--- config.mk ---
export PLATFORM = sky130hd
export DESIGN_NAME = output_driver_serial_control
export DESIGN_NICKNAME = d
export VERILOG_FILES = /design/src/rtl/odsc_pkg.sv /design/src/rtl/output_driver_serial_control.sv
export SDC_FILE = /design/constraint.sdc
export NUM_CORES = 1
export LEC_CHECK = 0
export BUFFER_PORTS_ARGS = -buffer_cell sky130_fd_sc_hd__buf_2
export CAP_MARGIN = 20
export CORE_UTILIZATION = 26
export DETAILED_ROUTE_END_ITERATION = 16
export GPL_ROUTABILITY_DRIVEN = 0
export PLACE_DENSITY = 0.44
export SETUP_SLACK_MARGIN = 0.2
export SYNTH_ARGS = -nofsm -noshare
export SYNTH_HDL_FRONTEND = slang
export SYNTH_SLANG_ARGS = --single-unit
--- constraint.sdc ---
create_clock -name clock -period 3.7 [get_ports clock]
set_input_delay 1.11 -clock clock [delete_from_list [all_inputs] [get_ports clock]]
set_output_delay 1.11 -clock clock [all_outputs]
set_load 0.05 [all_outputs]
--- src/rtl/odsc_pkg.sv ---
// Constants, field layout and carrier types for the output driver control.
// Assumes one 100 MHz clock domain; every pin is synchronised before use.
package odsc_pkg;
   localparam logic [4:0] FRAME_BITS     = 5'h10;
   localparam logic [4:0] FRAME_CRC_BITS = 5'h18;
   localparam logic [7:0] CRC_POLY       = 8'h07;
   localparam logic [7:0] CRC_INIT       = 8'h00;
   // Data word layout.
   localparam int SLOT_MSB  = 15;
   localparam int SLOT_LSB  = 13;
   localparam int RANGE_MSB = 12;
   localparam int RANGE_LSB = 10;
   localparam int OVR_BIT   = 9;
   localparam int VEN_BIT   = 8;
   localparam int SCLR_BIT  = 7;
   localparam int CSEL_BIT  = 6;
   // Range codes; codes above the last current range are invalid.
   localparam logic [2:0] RNG_V5   = 3'h0;
   localparam logic [2:0] RNG_V10  = 3'h1;
   localparam logic [2:0] RNG_V40  = 3'h2;
   localparam logic [2:0] RNG_I20  = 3'h3;
   localparam logic [2:0] RNG_I24  = 3'h4;
   localparam logic [2:0] RNG_I420 = 3'h5;

   typedef enum logic [1:0] {level_normal, level_zero, level_mid,
                             level_low_end} level_e;
   typedef enum logic [1:0] {boot_wait0, boot_wait1, boot_sample,
                             boot_run} boot_e;

   typedef struct packed {
      logic       sclk;
      logic       sdin;
      logic       latch_n;
      logic       clear;
      logic       clear_level_select;
      logic       open_circuit;
      logic       short_circuit;
      logic       over_temp;
      logic       control_source_select;
      logic       frame_checksum_mode;
      logic [2:0] slot;
      logic [2:0] hw_range;
      logic       hw_overrange;
   } pins_s;

   typedef struct packed {
      logic [2:0] range_sel;
      logic       overrange;
      logic       vout_en;
      logic       soft_clear;
      logic       clear_sel;
   } cfg_s;

   typedef struct packed {
      logic [2:0] range_sel;
      logic       overrange;
      logic       is_current;
      logic       vout_hiz;
      level_e     level;
   } drive_s;

   localparam cfg_s   CFG_RESET   = '{RNG_V5, 1'b0, 1'b1, 1'b0, 1'b0};
   localparam drive_s DRIVE_RESET = '{RNG_V5, 1'b0, 1'b0, 1'b0, level_zero};
endpackage

--- src/rtl/output_driver_serial_control.sv ---
// Serial frame receiver, mode strap and output drive state of the driver.
// Assumes the serial clock and all pins are asynchronous to clock; the
// serial clock must stay well below a quarter of the system clock rate.
module output_driver_serial_control (
   input  wire logic              clock,
   input  wire logic              nrst,
   input  wire logic              sclk,
   input  wire logic              sdin,
   input  wire logic              latch_n,
   input  wire logic              clear_in,
   input  wire logic              clear_level_select,
   input  wire logic              control_source_select,
   input  wire logic              frame_checksum_mode,
   input  wire logic              bus_slot_bit0,
   input  wire logic              bus_slot_bit1,
   input  wire logic              bus_slot_bit2,
   input  wire logic [2:0]        hw_range,
   input  wire logic              hw_overrange,
   input  wire logic              open_circuit,
   input  wire logic              short_circuit,
   input  wire logic              over_temp,
   output logic                   alarm_o,
   output logic                   alarm_oe_n,
   output logic                   checksum_error,
   output logic                   hw_mode,
   output odsc_pkg::drive_s       drive
);
   odsc_pkg::pins_s  raw, s1_q, s1_d, p, s2_d;
   logic             sclk_prev_q, sclk_prev_d, latch_prev_q, latch_prev_d;
   logic [23:0]      shreg_q, shreg_d;
   logic [4:0]       cnt_q, cnt_d;
   logic [7:0]       crc_q, crc_d;
   odsc_pkg::boot_e  boot_q, boot_d;
   logic             hw_q, hw_d, loaded_q, loaded_d, crc_err_q, crc_err_d;
   logic             alarm_q, alarm_d;
   odsc_pkg::cfg_s   cfg_q, cfg_d, eff;
   odsc_pkg::drive_s drive_q, drive_d;
   logic             fall, rise, len_ok, crc_ok, addr_ok, rng_ok;
   logic [15:0]      data;
   logic [4:0]       want;
   logic             clr_act, csel;

   // One step of CRC-8, polynomial x^8+x^2+x+1, MSB first.
   function automatic logic [7:0] crc_step(input logic [7:0] c,
                                           input logic b);
      logic fb;
      fb = c[7] ^ b;
      crc_step = {c[6:0], 1'b0} ^ (fb ? odsc_pkg::CRC_POLY : 8'h00);
   endfunction

   // Pins gathered into one carrier so the whole set is synchronised alike.
   // The serial port has clock, data and strobe only, no readback.
   always_comb begin
      raw = '{sclk, sdin, latch_n, clear_in, clear_level_select,
              open_circuit, short_circuit, over_temp,
              control_source_select, frame_checksum_mode,
              {bus_slot_bit2, bus_slot_bit1, bus_slot_bit0},
              hw_range, hw_overrange};
      s1_d = raw;
      s2_d = s1_q;
   end

   // Frame decode helpers read only the second synchroniser stage.
   always_comb begin
      fall    = sclk_prev_q & ~p.sclk;
      rise    = ~latch_prev_q & p.latch_n;
      want    = p.frame_checksum_mode ? odsc_pkg::FRAME_CRC_BITS
                                      : odsc_pkg::FRAME_BITS;
      data    = p.frame_checksum_mode ? shreg_q[23:8] : shreg_q[15:0];
      len_ok  = (cnt_q == want);
      crc_ok  = ~p.frame_checksum_mode | (shreg_q[7:0] == crc_q);
      addr_ok = (data[odsc_pkg::SLOT_MSB:odsc_pkg::SLOT_LSB] == p.slot);
      rng_ok  = (data[odsc_pkg::RANGE_MSB:odsc_pkg::RANGE_LSB]
                 <= odsc_pkg::RNG_I420);
   end

   // Next state of the receiver, mode strap, configuration and outputs.
   always_comb begin
      sclk_prev_d  = p.sclk;
      latch_prev_d = p.latch_n;
      shreg_d      = shreg_q;
      cnt_d        = cnt_q;
      crc_d        = crc_q;
      boot_d       = boot_q;
      hw_d         = hw_q;
      loaded_d     = loaded_q;
      crc_err_d    = crc_err_q;
      cfg_d        = cfg_q;
      // Strobe high: arm for the next frame. MSB arrives first.
      if (p.latch_n) begin
         cnt_d = 5'h00;
         crc_d = odsc_pkg::CRC_INIT;
      end else if (fall && cnt_q < odsc_pkg::FRAME_CRC_BITS) begin
         shreg_d = {shreg_q[22:0], p.sdin};
         cnt_d   = cnt_q + 5'h01;
         if (cnt_q < odsc_pkg::FRAME_BITS) begin
            crc_d = crc_step(crc_q, p.sdin);
         end
      end
      // The strap is taken once the synchroniser holds a settled level.
      case (boot_q)
         odsc_pkg::boot_wait0: boot_d = odsc_pkg::boot_wait1;
         odsc_pkg::boot_wait1: boot_d = odsc_pkg::boot_sample;
         odsc_pkg::boot_sample: begin
            boot_d = odsc_pkg::boot_run;
            hw_d   = p.control_source_select;
            // In software mode, clear high at power-up floats the voltage output.
            cfg_d.vout_en = ~p.clear;
         end
         default: boot_d = odsc_pkg::boot_run;
      endcase
      // A frame counts only when complete, checked and addressed here.
      if (boot_q == odsc_pkg::boot_run && !hw_q && rise && len_ok) begin
         if (!crc_ok) begin
            crc_err_d = 1'b1;
         end else if (addr_ok && rng_ok) begin
            crc_err_d       = 1'b0;
            loaded_d        = 1'b1;
            cfg_d.range_sel = data[odsc_pkg::RANGE_MSB:odsc_pkg::RANGE_LSB];
            cfg_d.overrange = data[odsc_pkg::OVR_BIT];
            cfg_d.vout_en   = data[odsc_pkg::VEN_BIT];
            cfg_d.soft_clear = data[odsc_pkg::SCLR_BIT];
            cfg_d.clear_sel = data[odsc_pkg::CSEL_BIT];
         end
      end
   end

   // Effective settings: pins in hardware mode, frames in software mode.
   always_comb begin
      eff = cfg_q;
      if (hw_q) begin
         eff = '{p.hw_range, p.hw_overrange, 1'b1, 1'b0, 1'b0};
         // An undefined pin code keeps the range already driven, so the
         // output never leaves the documented set of ranges.
         if (p.hw_range > odsc_pkg::RNG_I420) begin
            eff.range_sel = drive_q.range_sel;
         end
      end
      clr_act = p.clear | eff.soft_clear;
      csel    = p.clear_level_select | eff.clear_sel;
      drive_d = drive_q;
      alarm_d = 1'b0;
      if (boot_q == odsc_pkg::boot_run) begin
         drive_d.range_sel  = eff.range_sel;
         drive_d.overrange  = eff.overrange;
         drive_d.is_current = (eff.range_sel >= odsc_pkg::RNG_I20);
         drive_d.vout_hiz   = ~eff.vout_en;
         // Clear overrides the frame without waiting for a latch.
         if (clr_act) begin
            drive_d.level = drive_d.is_current ? odsc_pkg::level_low_end :
                            csel ? odsc_pkg::level_mid : odsc_pkg::level_zero;
         end else if (!hw_q && !loaded_q) begin
            drive_d.level = odsc_pkg::level_zero;
         end else begin
            drive_d.level = odsc_pkg::level_normal;
         end
         alarm_d = ~hw_q & (p.open_circuit | p.short_circuit |
                            p.over_temp | crc_err_q);
      end
   end

   // All state; the first stage of the synchroniser feeds only the second.
   always_ff @(posedge clock or negedge nrst) begin
      if (!nrst) begin
         s1_q         <= '0;
         p            <= '0;
         sclk_prev_q  <= 1'b0;
         latch_prev_q <= 1'b1;
         shreg_q      <= '0;
         cnt_q        <= 5'h00;
         crc_q        <= odsc_pkg::CRC_INIT;
         boot_q       <= odsc_pkg::boot_wait0;
         hw_q         <= 1'b0;
         loaded_q     <= 1'b0;
         crc_err_q    <= 1'b0;
         alarm_q      <= 1'b0;
         cfg_q        <= odsc_pkg::CFG_RESET;
         drive_q      <= odsc_pkg::DRIVE_RESET;
      end else begin
         s1_q         <= s1_d;
         p            <= s2_d;
         sclk_prev_q  <= sclk_prev_d;
         latch_prev_q <= latch_prev_d;
         shreg_q      <= shreg_d;
         cnt_q        <= cnt_d;
         crc_q        <= crc_d;
         boot_q       <= boot_d;
         hw_q         <= hw_d;
         loaded_q     <= loaded_d;
         crc_err_q    <= crc_err_d;
         alarm_q      <= alarm_d;
         cfg_q        <= cfg_d;
         drive_q      <= drive_d;
      end
   end

   // Open-drain alarm: the pin level is always low, only the enable moves.
   assign alarm_o        = 1'b0;
   assign alarm_oe_n     = ~alarm_q;
   assign checksum_error = crc_err_q;
   assign hw_mode        = hw_q;
   assign drive          = drive_q;

   logic run_sw;
   assign run_sw = (boot_q == odsc_pkg::boot_run) && !hw_q;
endmodule

==> impl_metrics.csv, run 1 <==
group,metric,value,unit
logic_synthesis,synth_seq_area_share,0.6482,
floorplanning,die_x,120.2,um
cells_and_area,nets,313,
worst_setup_path,critPathCapture,"hw_mode",
global_route,grt_pass1_wl,10.73,mm
logic_synthesis,synthTopCellsByArea,"dfrtp_1, mux2_2, mux2i_1",
worst_setup_path,critPathBufInv,1,
floorplanning,rows,42,
clock_network,cts_sinks,94,
power_and_ir_drop,leakage,2.029,nW
worst_setup_path,end_kind,"primary output",
power_and_ir_drop,ir_worst_vdd,0.2552,mV
timing,tightest_slew,823.8,ps
cells_and_area,drive_above_1_share,0.3165,
placement,dpl.hpwl,4.279,mm
cells_and_area,layout_commonest_cell,"dfrtp_1",
floorplanning,pin_count,31,
timing,fin_ws,1354,ps
global_route,grt_overflow,0,
clock_network,cts_buffers,9,
worst_setup_path,worst-path-max-fanout,11,
floorplanning,die-area,0.01446,mm^2
timing,finClkSkew,8.432,ps
clock_network,insertion_delay,330,ps
global_route,grt_usage,0.09691,
global_route,grt_pass1_vias,2088,
clock_network,cts_buffer_depth,2,
drt,vias_per_cell,4.175,
drt,wl,6.298,mm
cells_and_area,design_area,0.004267,mm^2
placement,port_buffers,29,
global_route,antenna_found_initial,0,
min_path,min_path_type,"reg -> reg",
clock_network,ctsResizeCount,0,
worst_setup_path,slowest_stage,"dfrtp_1",
worst_setup_path,critPathMaxStageDelay,570,ps
timing,setup_tns,0,ps
placement,dpl-instance-area,0.003986,mm^2
clock_network,path_clk_slew,60,ps
worst_setup_path,startpoint,"hw_mode",
floorplanning,core-area,0.01345,mm^2
timing,min_period,2346,ps
logic_synthesis,async_reset_ff_frac,1.000,
drt,drtIter0Drc,88,
drt,ant_nets,0,
worst_setup_path,crit_type,"reg -> out",
worst_setup_path,ff2ff_setup_slack,1650,ps
drt,vias,1975,
worst_setup_path,timing.rr.start,"p[7]",
logic_synthesis,synth_edf_count,0,
status,outcome,"complete, no violations",
worst_setup_path,path_depth,1,
logic_synthesis,syn_avg_cell_area,14.09,um^2
worst_setup_path,startpoint_type,"flop",
min_path,worstHoldStart,"s1_q[1]",
worst_setup_path,r2r-end,"cfg_q[6]",
cells_and_area,fill_cells,1412,
cells_and_area,fin_cells,473,
cells_and_area,syn_to_final_growth,17.38,%
timing,slew_headroom,0.4488,
worst_setup_path,worstRegToRegCells,5,
logic_synthesis,synth_nets,279,
worst_setup_path,arrival,1240,ps
timing,setup_viol,0,
timing,timing.fmax,426.2,MHz
power_and_ir_drop,p_per_area,519.3,mW/mm^2
drt,dr.pass1.iters,4,
timing,hold_viol_final,0,
global_route,grt_max_degree,46,
clock_network,cts_tree,"built",
clock_network,cts-root-buf,"clkbuf_16",
clock_network,htree_levels,3,
placement,place_inst,457,
drt,wl_per_cell,13.32,um
floorplanning,initial_utilization,0.2702,
worst_setup_path,path_delay_family,"flip-flops",
power_and_ir_drop,p_total,2.216,mW
logic_synthesis,mappedNetlistArea,0.003635,mm^2
clock_network,post_cts_buffers,0,
logic_synthesis,synth_cell_types,40,
drt,drc,0,
worst_setup_path,crit_chain,"buf_2",
placement,pre_cts_slack,1646,ps
timing,rsz0062_at_grt,"false",
worst_setup_path,critPathRequiredTime,2590,ps
logic_synthesis,yosys.area.top_type,"dfrtp_1",
timing,slew_viol_final,0,
flow_run,max_cap_viol_count,0,
clock_network,holdBufCountCts,0,
logic_synthesis,syn_inst,258,
logic_synthesis,ys_ff_latch,94,
timing,min_period_over_period,0.6341,
logic_synthesis,yosys_warnings,0,
cells_and_area,antenna_cells,0,
cells_and_area,final_cell_mix,"dfrtp_1, mux2_2, buf_2",
logic_synthesis,synthFlopType,"dfrtp_1",
floorplanning,die_h,120.2,um
logic_synthesis,synth_top_area_frac,0.6265,
-- final cells by class --
cell class / instances / area (um^2) / area share
inverter: 5 / 18.77 / 0.004399
tap: 176 / 220.2 / 0.05161
clock inverter: 3 / 20.02 / 0.004692
sequential: 94 / 2356 / 0.5522
multi-input combinational: 150 / 1209 / 0.2833
timing repair buffer: 32 / 182.7 / 0.04282
clock buffer: 13 / 260.3 / 0.06100
-- power breakdown --
group / switching [mW] / internal [mW]
Combinational: 0.106 / 0.0916
Clock: 0.363 / 0.491
Sequential: 0.0629 / 1.10
-- layer usage --
metal / track usage / part of all wire / up-vias / wire, um
met2: 0.1448 / 0.46 / 25 / 2911
met1: 0.1310 / 0.50 / 1000 / 3123
li1: - / - / 944 / -
met4: 0.04244 / 0.017 / 0 / 107
met3: 0.02689 / 0.025 / 6 / 157
met5: 0 / 0 / - / 0
-- metrics by stage --
step / hold WS [ps] / utilization
finish: 346.9 / 0.3172
global route: 349.9 / 0.3172
CTS: 348.7 / 0.3172
detailed placement: 334.7 / 0.2963
global placement: 331.5 / 0.2963
floorplan: 331.2 / -
-- synth_stat cells (4+ instances only) --
cell and number:
dfrtp_1 91, mux2_2 38, nor2_1 19, mux2i_1 14
xor2_1 14, nand2_1 9, a21oi_1 7, o21ai_0 6
inv_1 5, nand2b_1 5, buf_2 4, nor2b_1 4
o22ai_1 4, xnor2_1 4
-- cells by family after synthesis --
kind of cell | count (synthesis) | share of synthesized area
compound gates | 25 | 0.04234
xor+xnor | 18 | 0.04337
fa+ha+maj | 2 | 0.006884
buf+inv | 14 | 0.01997
flops | 94 | 0.6482
mux | 52 | 0.1563
other cells | 1 | 0.001032
simple gates | 52 | 0.08193
-- registers in the layout, indices dropped and copies added (netlist names) --
| signal | count |
|---|---|
| alarm_q | 1 |
| boot_q | 2 |
| cfg_q | 7 |
| checksum_error | 1 |
| cnt_q | 5 |
| crc_q | 8 |
| drive | 8 |
| hw_mode | 1 |
| latch_prev_d | 1 |
| latch_prev_q | 1 |
| loaded_q | 1 |
| p | 15 |
| s1_q | 17 |
| sclk_prev_d | 1 |
| sclk_prev_q | 1 |
| shreg_q | 24 |
-- worst min-delay path by stage --
stage	endpoint	slack, ps	cells after the start
6_report	p[1]	350	0
5_1_grt	p[1]	350	0
3_5_place_dp	p[0]	330	0
4_1_cts	p[1]	350	0
2_1_floorplan	latch_prev_d	330	0
3_3_place_gp	p[11]	330	0
No activity file was read; power rests on OpenSTA's default activity.
==> inputs of run 2 (changes only) <==
Settings changed: PLACE_DENSITY 0.44 to 0.46.
Clock period 3.7 ns to 2 ns, I/O delays scaled along.
==> run 2 against run 1 <==
Effect of this change: utilization up 1.1 points; die area stayed put; critical path depth rose by 4; total power up 95%; sequential power rose by 84%; critical path type is now reg -> reg.
==> impl_metrics.csv, run 2 (synthesis gave the netlist of run 1 again) <==
group,metric,value,unit
floorplanning,rows,42,
worst_setup_path,ff2ff_setup_slack,250,ps
timing,finClkSkew,5.903,ps
worst_setup_path,crit_chain,"xor2_1 -> nor4_1 -> a21boi_1 -> nand4b_4 -> mux2_2",
worst_setup_path,arrival,1970,ps
drt,wl,6.444,mm
clock_network,cts_tree,"built",
drt,vias_per_cell,4.198,
timing,hold_viol_final,0,
drt,drtIter0Drc,91,
timing,min_period,1755,ps
cells_and_area,largest_register,"shreg_q",
global_route,grt_max_degree,36,
power_and_ir_drop,p_per_area,978.6,mW/mm^2
floorplanning,initial_utilization,0.2702,
drt,drc,0,
clock_network,htree_levels,3,
timing,timing.fmax,569.9,MHz
clock_network,path_clk_slew,60,ps
placement,port_buffers,29,
cells_and_area,reg_top3,"shreg_q: 24 flops, s1_q: 17 flops, p: 15 flops",
min_path,min_path_type,"in -> async",
placement,dpl.hpwl,4.464,mm
cells_and_area,antenna_cells,0,
worst_setup_path,slowest_stage,"dfrtp_1",
global_route,antenna_found_initial,0,
worst_setup_path,startpoint_type,"flop",
worst_setup_path,end_kind,"flop",
cells_and_area,syn_to_final_growth,21.27,%
worst_setup_path,worst-path-max-fanout,8,
cells_and_area,fin_cells,485,
power_and_ir_drop,p_total,4.313,mW
worst_setup_path,critPathRequiredTime,2220,ps
placement,place_inst,467,
timing,slew_viol_final,0,
worst_setup_path,critPathMaxStageDelay,400,ps
floorplanning,pin_count,31,
worst_setup_path,path_depth,5,
timing,setup_tns,0,ps
clock_network,cts_sinks,94,
global_route,grt_pass1_wl,10.69,mm
global_route,grt_pass1_vias,2095,
cells_and_area,fill_cells,1375,
cells_and_area,utilization,0.3277,
clock_network,cts-root-buf,"clkbuf_16",
clock_network,holdBufCountCts,0,
timing,rsz0062_at_grt,"true",
floorplanning,core-area,0.01345,mm^2
global_route,grt_overflow,0,
global_route,grt_usage,0.09764,
cells_and_area,drive_above_1_share,0.3625,
drt,ant_nets,0,
worst_setup_path,crit_type,"reg -> reg",
worst_setup_path,worstRegToRegCells,5,
drt,vias,2036,
worst_setup_path,critPathBufInv,0,
worst_setup_path,path_delay_family,"simple AND/OR/NAND/NOR gates",
clock_network,cts_buffers,9,
drt,dr.pass1.iters,5,
cells_and_area,final_cell_mix,"dfrtp_1, mux2_2, buf_2",
cells_and_area,layout_commonest_cell,"dfrtp_1",
flow_run,max_cap_viol_count,0,
power_and_ir_drop,ir_worst_vdd,0.4627,mV
timing,setup_viol,0,
timing,min_period_over_period,0.8773,
clock_network,insertion_delay,340,ps
status,outcome,"complete, no violations",
drt,wl_per_cell,13.29,um
floorplanning,die_x,120.2,um
floorplanning,die_h,120.2,um
cells_and_area,largest_reg_flops,24,
power_and_ir_drop,leakage,2.120,nW
cells_and_area,nets,325,
clock_network,cts_buffer_depth,2,
floorplanning,die-area,0.01446,mm^2
## run 2: changes by cell type in the layout (fill, tap and decap cells not counted), sizes merged
| cell | before | now |
|---|---|---|
| bufinv | 0 | 2 |
| clkinvlp | 2 | 0 |
| buf | 32 | 44 |
| clkinv | 1 | 5 |
| clkbuf | 13 | 9 |
## run 2: per-layer routing
layer / track usage / up-vias / routed length [um]
li1: - / 975 / -
met4: 0.04398 / 0 / 127
met2: 0.1401 / 33 / 2915
met1: 0.1330 / 1016 / 3186
met5: 0 / - / 0
met3: 0.03255 / 12 / 215
## run 2: final timing paths
kind | startpoint | to
min in group clock | s1_q[6] | p[6]
hold / removal | nrst | s1_q[8]
setup / recovery | crc_q[3] | cfg_q[4]
hold reg to reg | s1_q[6] | p[6]
setup reg to reg | crc_q[3] | cfg_q[4]
max in group asynchronous | nrst | shreg_q[0]
## run 2: metrics by stage
stage / hold WS, ps / worst slack, ps / area, um^2
final: 222.7 / 245.4 / 4408
after global routing: 254.8 / 123.7 / 4408
after CTS: 232.5 / 216.9 / 4398
after detailed placement: 334.7 / 142.9 / 4075
after global placement: 333.3 / 155.8 / 4075
after floorplan: 304.4 / 211.1 / 3646
## run 2: cell type report
class	count	area, um^2	share of cell area
multi-input combinational	150	1211	0.2748
timing repair buffer	44	285.3	0.06472
clock inverter	7	88.84	0.02015
tap	176	220.2	0.04996
inverter	5	18.77	0.004258
sequential	94	2359	0.5351
clock buffer	9	225.2	0.05109
## run 2: worst register-to-register path, stage by stage, from the launching register on
cell and delay, ps:
dfrtp_1 400, xor2_1 170, nor4_1 320, a21boi_1 160
nand4b_4 270, mux2_2 320
## run 2: what timing repair did
action,in CTS,in global routing
endpoints found under the hold margin,0,0
gates resized for setup,2,1
setup endpoints to repair,6,7
buffers inserted,1,1
pin swaps,1,2
## run 2: where the power goes
group	switching (mW)	internal, mW	total [mW]
registers	0.104	2.04	2.14
logic	0.203	0.183	0.386
clock network	0.700	1.09	1.79
